[src/logic/pot_cmd_consts.vh]
`ifndef POT_CMD_CONSTS_VH
`define POT_CMD_CONSTS_VH
// ----------------------------------------
// Address and opcodes
// ----------------------------------------
`define ADDR_FIXED 4'h5
`define OP_RD_WIPER 4'h9
`define OP_WR_WIPER 4'ha
`define OP_RD_SLOT 4'hb
`define OP_WR_SLOT 4'hc
`define OP_SLOT_TO_WIPER 4'hd
`define OP_WIPER_TO_SLOT 4'he
`define OP_GLB_SLOT_TO_WIPER 4'h1
`define OP_GLB_WIPER_TO_SLOT 4'h8
`define OP_STEP 4'h2
// ----------------------------------------
// Widths, reset values, timing
// ----------------------------------------
`define WIPER_W 6
`define TAP_COUNT 64
`define WIPER_RST 6'h00
`define WIPER_MAX 6'h3f
`define NV_WRITE_MS 5
`define CLK_MHZ 125
`define NV_WRITE_CYC (`NV_WRITE_MS * 1000 * `CLK_MHZ)
`endif

[src/logic/pot_cmd_frames.v]
`timescale 1ns/1ps
`include "pot_cmd_consts.vh"
module pot_cmd_frames #(
  parameter NV_WRITE_CYCLES = `NV_WRITE_CYC
) (
  input wire core_clk,
  input wire reset_n,
  input wire clk_en,
  input wire scl_in,
  input wire sda_in,
  output reg sda_out,
  output reg sda_oe,
  input wire [3:0] chip_select_pins,
  output reg [`TAP_COUNT-1:0] tap_sel0,
  output reg [`TAP_COUNT-1:0] tap_sel1,
  output reg nv_busy
);
  // ----------------------------------------
  // Frame states, one-hot
  // ----------------------------------------
  localparam [5:0] ST_IDLE = 6'h01;
  localparam [5:0] ST_ADDR = 6'h02;
  localparam [5:0] ST_INSTR = 6'h04;
  localparam [5:0] ST_WDATA = 6'h08;
  localparam [5:0] ST_RDATA = 6'h10;
  localparam [5:0] ST_STEP = 6'h20;
  // ----------------------------------------
  // Pin synchronisers and edge detection
  // ----------------------------------------
  reg scl_s1_r, scl_s2_r, scl_d_r;  // Two flops then history
  reg sda_s1_r, sda_s2_r, sda_d_r;
  always @(posedge core_clk) begin
    if (!reset_n) begin
      scl_s1_r <= 1'b1;
      scl_s2_r <= 1'b1;
      scl_d_r <= 1'b1;
      sda_s1_r <= 1'b1;
      sda_s2_r <= 1'b1;
      sda_d_r <= 1'b1;
    end else if (clk_en) begin
      scl_s1_r <= scl_in;
      scl_s2_r <= scl_s1_r;
      scl_d_r <= scl_s2_r;
      sda_s1_r <= sda_in;
      sda_s2_r <= sda_s1_r;
      sda_d_r <= sda_s2_r;
    end
  end
  wire scl_rise = scl_s2_r & ~scl_d_r;
  wire scl_fall = ~scl_s2_r & scl_d_r;
  // Start/stop only while the clock line is high
  wire start_seen = scl_s2_r & scl_d_r & sda_d_r & ~sda_s2_r;
  wire stop_seen = scl_s2_r & scl_d_r & ~sda_d_r & sda_s2_r;
  // ----------------------------------------
  // Storage: two wipers, four slots per pot
  // ----------------------------------------
  reg [5:0] state_r;
  reg [3:0] bit_cnt_r;  // 0..9, 8 is the ack slot, 9 ends a read
  reg [7:0] shift_r;
  reg [3:0] op_r;  // Latched opcode
  reg pot_select_bit;
  reg slot_select_hi, slot_select_lo;
  reg ack_phase_r;  // Device owns the ack bit
  reg step_dir_r;  // Direction sampled on the step pulse rise
  reg nv_pend_r;  // Programming armed, waits for STOP
  reg [`WIPER_W-1:0] nv_data_r [0:1];  // Captured data per pot
  reg [1:0] nv_mask_r;  // Which pots get written
  reg [1:0] nv_slot_r;  // Target slot, held apart from later frames
  reg [31:0] nv_cnt_r;
  reg [`WIPER_W-1:0] wiper_position_reg [0:1];
  reg [`WIPER_W-1:0] stored_setting_slot [0:7];  // Index {pot,slot}
  wire [1:0] slot_idx = {slot_select_hi, slot_select_lo};
  wire [2:0] sel_idx = {pot_select_bit, slot_idx};
  wire [`WIPER_W-1:0] cur_wiper = wiper_position_reg[pot_select_bit];
  // Read byte: two zero bits above the six-bit value
  wire [7:0] rd_byte = {2'b00, (op_r == `OP_RD_WIPER) ? cur_wiper :
                        stored_setting_slot[sel_idx]};
  wire addr_match = (shift_r[7:4] == `ADDR_FIXED) &&
                    (shift_r[3:0] == chip_select_pins);
  integer i;
  // ----------------------------------------
  // Frame engine
  // ----------------------------------------
  always @(posedge core_clk) begin
    if (!reset_n) begin
      state_r <= ST_IDLE;
      bit_cnt_r <= 4'h0;
      shift_r <= 8'h00;
      op_r <= 4'h0;
      pot_select_bit <= 1'b0;
      slot_select_hi <= 1'b0;
      slot_select_lo <= 1'b0;
      ack_phase_r <= 1'b0;
      step_dir_r <= 1'b0;
      sda_out <= 1'b0;
      sda_oe <= 1'b0;
      nv_pend_r <= 1'b0;
      nv_mask_r <= 2'h0;
      nv_slot_r <= 2'h0;
      nv_cnt_r <= 32'h0;
      nv_busy <= 1'b0;
      tap_sel0 <= {`TAP_COUNT{1'b0}};
      tap_sel1 <= {`TAP_COUNT{1'b0}};
      nv_data_r[0] <= `WIPER_RST;
      nv_data_r[1] <= `WIPER_RST;
      wiper_position_reg[0] <= `WIPER_RST;
      wiper_position_reg[1] <= `WIPER_RST;
      for (i = 0; i < 8; i = i + 1) begin
        stored_setting_slot[i] <= `WIPER_RST;
      end
    end else if (clk_en) begin
      // Programming timer; slots land at the end of the window
      if (nv_busy) begin
        if (nv_cnt_r == 32'h1) begin
          nv_busy <= 1'b0;
          if (nv_mask_r[0]) stored_setting_slot[{1'b0, nv_slot_r}] <= nv_data_r[0];
          if (nv_mask_r[1]) stored_setting_slot[{1'b1, nv_slot_r}] <= nv_data_r[1];
        end
        nv_cnt_r <= nv_cnt_r - 32'h1;
      end
      if (stop_seen) begin
        state_r <= ST_IDLE;
        sda_oe <= 1'b0;
        if (nv_pend_r) begin
          nv_pend_r <= 1'b0;
          nv_busy <= 1'b1;
          nv_cnt_r <= NV_WRITE_CYCLES;
        end
      end else if (start_seen) begin
        // Repeated start drops any pending programming
        state_r <= ST_ADDR;
        bit_cnt_r <= 4'h0;
        sda_oe <= 1'b0;
        ack_phase_r <= 1'b0;
        nv_pend_r <= 1'b0;
      end else if (scl_rise && !ack_phase_r && state_r != ST_IDLE &&
                   state_r != ST_RDATA) begin
        if (state_r == ST_STEP) begin
          // Direction only; the move waits for the pulse to end, so the
          // clock pulse of a STOP never moves the wiper
          step_dir_r <= sda_s2_r;
        end else begin
          shift_r <= {shift_r[6:0], sda_s2_r};
          bit_cnt_r <= bit_cnt_r + 4'h1;
        end
      end else if (scl_fall) begin
        if (ack_phase_r) begin
          // Ack bit done, release and move on
          ack_phase_r <= 1'b0;
          sda_oe <= 1'b0;
          bit_cnt_r <= 4'h0;
          if (state_r == ST_RDATA) begin
            // First data bit goes out on the fall that ends the ack
            sda_out <= rd_byte[7];
            shift_r <= {rd_byte[6:0], 1'b0};
            bit_cnt_r <= 4'h1;
            sda_oe <= 1'b1;
          end
        end else if (state_r == ST_STEP) begin
          // Pulse complete: move one tap, pinned at both ends
          if (step_dir_r && cur_wiper != `WIPER_MAX)
            wiper_position_reg[pot_select_bit] <= cur_wiper + 6'h01;
          else if (!step_dir_r && cur_wiper != `WIPER_RST)
            wiper_position_reg[pot_select_bit] <= cur_wiper - 6'h01;
        end else if (state_r == ST_RDATA) begin
          if (bit_cnt_r == 4'h8) begin
            sda_oe <= 1'b0;  // Released for the master's no-ack bit; STOP follows
            bit_cnt_r <= 4'h9;
          end else if (bit_cnt_r < 4'h8) begin
            sda_out <= shift_r[7];
            shift_r <= {shift_r[6:0], 1'b0};
            bit_cnt_r <= bit_cnt_r + 4'h1;
          end
        end else if (bit_cnt_r == 4'h8) begin
          bit_cnt_r <= 4'h0;
          case (state_r)
            ST_ADDR: begin
              if (addr_match) begin
                ack_phase_r <= 1'b1;
                sda_out <= 1'b0;
                sda_oe <= 1'b1;
                state_r <= ST_INSTR;
              end else begin
                state_r <= ST_IDLE;  // Not ours, stay silent
              end
            end
            ST_INSTR: begin
              op_r <= shift_r[7:4];
              pot_select_bit <= shift_r[2];
              slot_select_hi <= shift_r[1];
              slot_select_lo <= shift_r[0];
              ack_phase_r <= 1'b1;
              sda_out <= 1'b0;
              sda_oe <= 1'b1;
              state_r <= ST_IDLE;
              case (shift_r[7:4])
                `OP_RD_WIPER, `OP_RD_SLOT: state_r <= ST_RDATA;
                `OP_WR_WIPER, `OP_WR_SLOT: state_r <= ST_WDATA;
                `OP_STEP: state_r <= ST_STEP;
                `OP_GLB_SLOT_TO_WIPER: begin
                  wiper_position_reg[0] <= stored_setting_slot[{1'b0, shift_r[1:0]}];
                  wiper_position_reg[1] <= stored_setting_slot[{1'b1, shift_r[1:0]}];
                end
                `OP_SLOT_TO_WIPER:
                  wiper_position_reg[shift_r[2]] <= stored_setting_slot[shift_r[2:0]];
                `OP_GLB_WIPER_TO_SLOT: begin
                  // Busy: acked but dropped, in-flight data stays intact
                  if (!nv_busy) begin
                    nv_data_r[0] <= wiper_position_reg[0];
                    nv_data_r[1] <= wiper_position_reg[1];
                    nv_mask_r <= 2'b11;
                    nv_slot_r <= shift_r[1:0];
                    nv_pend_r <= 1'b1;
                  end
                end
                `OP_WIPER_TO_SLOT: begin
                  if (!nv_busy) begin
                    nv_data_r[shift_r[2]] <= wiper_position_reg[shift_r[2]];
                    nv_mask_r <= shift_r[2] ? 2'b10 : 2'b01;
                    nv_slot_r <= shift_r[1:0];
                    nv_pend_r <= 1'b1;
                  end
                end
                default: begin
                  ack_phase_r <= 1'b0;  // Unknown opcode: no ack
                  sda_oe <= 1'b0;
                end
              endcase
            end
            ST_WDATA: begin
              ack_phase_r <= 1'b1;
              sda_out <= 1'b0;
              sda_oe <= 1'b1;
              state_r <= ST_IDLE;
              if (op_r == `OP_WR_WIPER) begin
                wiper_position_reg[pot_select_bit] <= shift_r[5:0];
              end else if (!nv_busy) begin
                nv_data_r[pot_select_bit] <= shift_r[5:0];
                nv_mask_r <= pot_select_bit ? 2'b10 : 2'b01;
                nv_slot_r <= slot_idx;
                nv_pend_r <= 1'b1;
              end
            end
            default: state_r <= ST_IDLE;
          endcase
        end
      end
      // Tap decoders: exactly one switch closed per pot after the first enabled clock; reset opens all
      tap_sel0 <= {{(`TAP_COUNT-1){1'b0}}, 1'b1} << wiper_position_reg[0];
      tap_sel1 <= {{(`TAP_COUNT-1){1'b0}}, 1'b1} << wiper_position_reg[1];
    end
  end
endmodule

[config.mk]
export PLATFORM = sky130hd
export DESIGN_NAME = pot_cmd_frames
export DESIGN_NICKNAME = d
export VERILOG_FILES = /design/src/logic/pot_cmd_frames.v
export VERILOG_INCLUDE_DIRS = /design/src /design/src/logic
export SDC_FILE = /design/constraint.sdc
export NUM_CORES = 1
export LEC_CHECK = 0
export ABC_AREA = 1
export BUFFER_PORTS_ARGS = -buffer_cell sky130_fd_sc_hd__buf_2
export CORE_MARGIN = 3
export CORE_UTILIZATION = 30
export CTS_CLUSTER_SIZE = 20
export DETAILED_ROUTE_END_ITERATION = 10
export PLACE_DENSITY = 0.53
export SETUP_SLACK_MARGIN = 0.1
export SLEW_MARGIN = 15
export SYNTH_ARGS = -nofsm -noshare
export SYNTH_HDL_FRONTEND = slang
export SYNTH_SLANG_ARGS = --single-unit
[constraint.sdc]
create_clock -name core_clk -period 2.95 [get_ports core_clk]
set_input_delay 0.59 -clock core_clk [delete_from_list [all_inputs] [get_ports core_clk]]
set_output_delay 0.59 -clock core_clk [all_outputs]
set_load 0.02 [all_outputs]
==> key figures <==
Finish
  • ANT cells: 0
  • Number of fill cells: around 4700
  • Post-route cell area: 0.0161 mm2
  • Proportion of layout cells with a drive suffix above 1: 14.8%
  • Area Overhead vs Synth: 19.5%
  • Top Registers: tap_sel0 (64), tap_sel1 (64), stored_setting_slot (48)
  • Net count, final: 1983

Run
  • Max-cap violation count: 0

Clocking
  • H-tree depth: 2
  • Clock input transition at the sequential cells of the worst setup and hold paths: ~0.060 ns
  • Worst skew pair latency: roughly 0.52 ns
  • CTS Root Cell: clkbuf_16
  • CTS Buffer Depth: 3
  • Hold-fix buffers, CTS: 0
  • CTS tree: yes
  • CTS Sinks: 281
  • CTS buffer count: 35

Drt
  • Met3 wire length: 2380 um
  • Vias: 12900
  • Highest metal used: met4
  • Total routed wirelength: 43600 um
  • Wire per inst: 16.9 um
  • Residual DRC count: 0
  • 1st-pass router iterations: 5
  • Met1 wire length: approximately 20000 um
  • Number of vias per cell: 4.98
  • Drt first-iter violations: 962
  • Wire length on met2: 20700 um
  • Post-route ant nets: 0

STA
  • Fin Hold WS: 0.301 ns
  • Setup TNS Final: 0 ns
  • Setup ws final: ~0.29 ns
  • Clock period minus worst slack: 2.66 ns
  • Fin. max-slew vios: 0
  • Clock skew: 0.0206 ns
  • Worst slew margin: between 30 and 40%
  • Fin crit share: 90.0%
  • FMAX: approximately 380 MHz
  • Slew @ Worst Pin: 0.934 ns
  • Fin. Hold Viols: 0
  • RSZ-0062 raised after global routing: no
  • # setup viols final: 0

Worst setup path
  • Critical Path Start Type: register
  • CP max-delay cell: fa_1
  • CP most frequent cell: nand2_1
  • Slowest Stage Delay on Critical Path: roughly 0.4 ns
  • WP data arrival: 2.93 ns
  • Kind of critical path: reg -> reg
  • Critical path capture point type: register
  • Req. time, crit path: 3.22 ns
  • Critical Path Fanout Max: 6
  • CP cell instances: inv_1 -> nor2_1 -> nand4_1 -> nor2_1 -> nand2_1 -> nor2_4 -> inv_1 -> fa_1 -> nor2_1 -> a211oi_2 -> xor2_1 -> nand2_1 -> o21ai_0 -> a21oi_1 -> nand2_1 -> nand2_1

Synth
  • FF+latch count, synth: 281
  • Mapped Area: 0.0135 mm2
  • Yosys warns: 0
  • Syn_area_per_cell: 7.37 um2
  • Distinct cells, synth: 54
  • Mapped Cells: between 1500 and 2000
  • Syn_nets: between 1500 and 2000
  • Sequential share of the synthesized area: between 40% and 50%

GRT
  • Largest net degree at the start of global routing: ~140
  • GRT Overall Usage: approximately 18%
  • Remaining global-route overflow: 0
  • Vias in the first global route: 12100
  • First-pass GRT wire length: 67800 um
  • Initial antenna violation count: 0

Place
  • Detailed placement HPWL: 31600 um
  • Input/output buffers: around 140
  • Place WS: ~0.14 ns
  • Gpl congestion: ~0.90
  • Dpl cell area: 0.0149 mm2

Hold path
  • Worst hold path class: in -> reg

Floorplan
  • Die Height: 218 um
  • Row cnt: 77
  • CORE AREA: 0.0443 mm2
  • Starting Density: between 30% and 40%
  • # IOs: 140
  • Die area: 0.0475 mm2
  • Die Wd: ~220 um

Pwr
  • Worst vdd ir: 0.451 mV
  • Leak: 6.75 nW
  • P per Cell Area: about 550 mW/mm2

Outcome
  • Status: complete, no violations
[per-layer routing]
metal,global-route usage (%),vias up
li1,-,6341
met1,24.4,6109
met2,29.5,356
met3,2.69,64
met4,4.07,0
met5,0,-
[worst paths after layout]
check	start	endpoint	slack, ns	cells after the start
worst max-delay path	state_r[5]	wiper_position_reg[0][4]	0.29	16
worst min-delay path	scl_in	scl_s1_r	0.30	3
worst max register to register	state_r[5]	wiper_position_reg[0][4]	0.29	16
worst min register to register	tap_sel1[3]	tap_sel1[3]	0.46	2
[cell usage in the layout (no fill, tap or decap), types with 52 or more instances in the layout]
master and instances:
a21oi_1 162, buf_2 139, buf_4 52, dfxtp_1 208, edfxtp_1 72, inv_1 141
nand2_1 431, nand3_1 59, nor2_1 311, o21ai_0 102
[per-stage QoR]
stage | std cells | power (mW) | utilization, %
after detailed placement | 2518 | 4.61 | 33.7
after global routing | 2584 | 9.12 | 36.4
final | 2584 | 8.78 | 36.4
after CTS | 2582 | 8.91 | 36.3
after global placement | 2518 | 4.61 | 33.7
after floorplan | 1829 | 4.43 | -
[power breakdown]
part | leakage, nW | internal (mW) | total (mW) | switching (mW)
combinational | 3.75 | 0.123 | 0.478 | 0.355
clock | 0.563 | 2.58 | 4.26 | 1.68
sequential | 2.43 | 4.00 | 4.05 | 0.0467
total | 6.75 | 6.71 | 8.78 | 2.08
[worst max-delay path, delay by kind of cell, from the launching register on]
| kind | cells | cell delay [ns] |
|---|---|---|
| buf+inv | 2 | 0.14 |
| flops | 1 | 0.36 |
| fa+ha+maj | 1 | 0.40 |
| compound gates | 3 | 0.25 |
| xor+xnor | 1 | 0.15 |
| simple gates | 9 | 1.12 |
[cell usage after synthesis (all sizes together)]
library cell / instances / share of area, %
o21a: 7 / 0.39
o2111ai: 1 / 0.065
edfxtp: 72 / 16
nor2: 325 / 9.6
buf: 20 / 0.85
nand3b: 1 / 0.056
o31ai: 4 / 0.22
a32o: 2 / 0.15
and3: 2 / 0.093
nand3: 64 / 2.6
o21ai: 123 / 4.7
xnor2: 4 / 0.26
a31oi: 8 / 0.48
nor3b: 1 / 0.056
inv: 149 / 4.1
o22ai: 19 / 0.88
or3: 1 / 0.046
a211oi: 7 / 0.39
xor2: 6 / 0.39
clkinv: 2 / 0.056
a21oi: 163 / 6.1
a311oi: 2 / 0.13
dfxtp: 209 / 31
fa: 1 / 0.15
nor4: 12 / 0.70
nand2: 435 / 12
a22oi: 36 / 2.0
ha: 8 / 0.74
nand4: 21 / 1.0
o221ai: 4 / 0.26
clkbuf: 73 / 2.0
or2: 5 / 0.23
o211ai: 7 / 0.39
nor3: 35 / 1.5
[cell type report]
class,instances,area [um2],share of cell area (%)
Sequential cell,281,6350,39.4
Clock inverter,13,131,0.815
Tap cell,592,741,4.60
Clock buffer,51,1020,6.31
Multi-Input combinational cell,1304,6200,38.5
Timing Repair Buffer,192,1110,6.86
Inverter,151,572,3.55
[cells by family after synthesis]
family	count (synthesis)	synth area share, %
flip-flops	281	47.1
adder cells (fa/ha/maj)	9	0.891
buffers and inverters	244	7.10
XOR/XNOR	10	0.650
AND/OR/NAND/NOR	902	28.2
AO/OA/AOI/OAI	383	16.1
[timing repair]
| action | in CTS | in global routing |
|---|---|---|
| gates resized for setup | 0 | 6 |
| buffers inserted | 0 | 2 |
| endpoints found under the setup margin | 0 | 6 |
No activity file was read; power rests on OpenSTA's default activity.
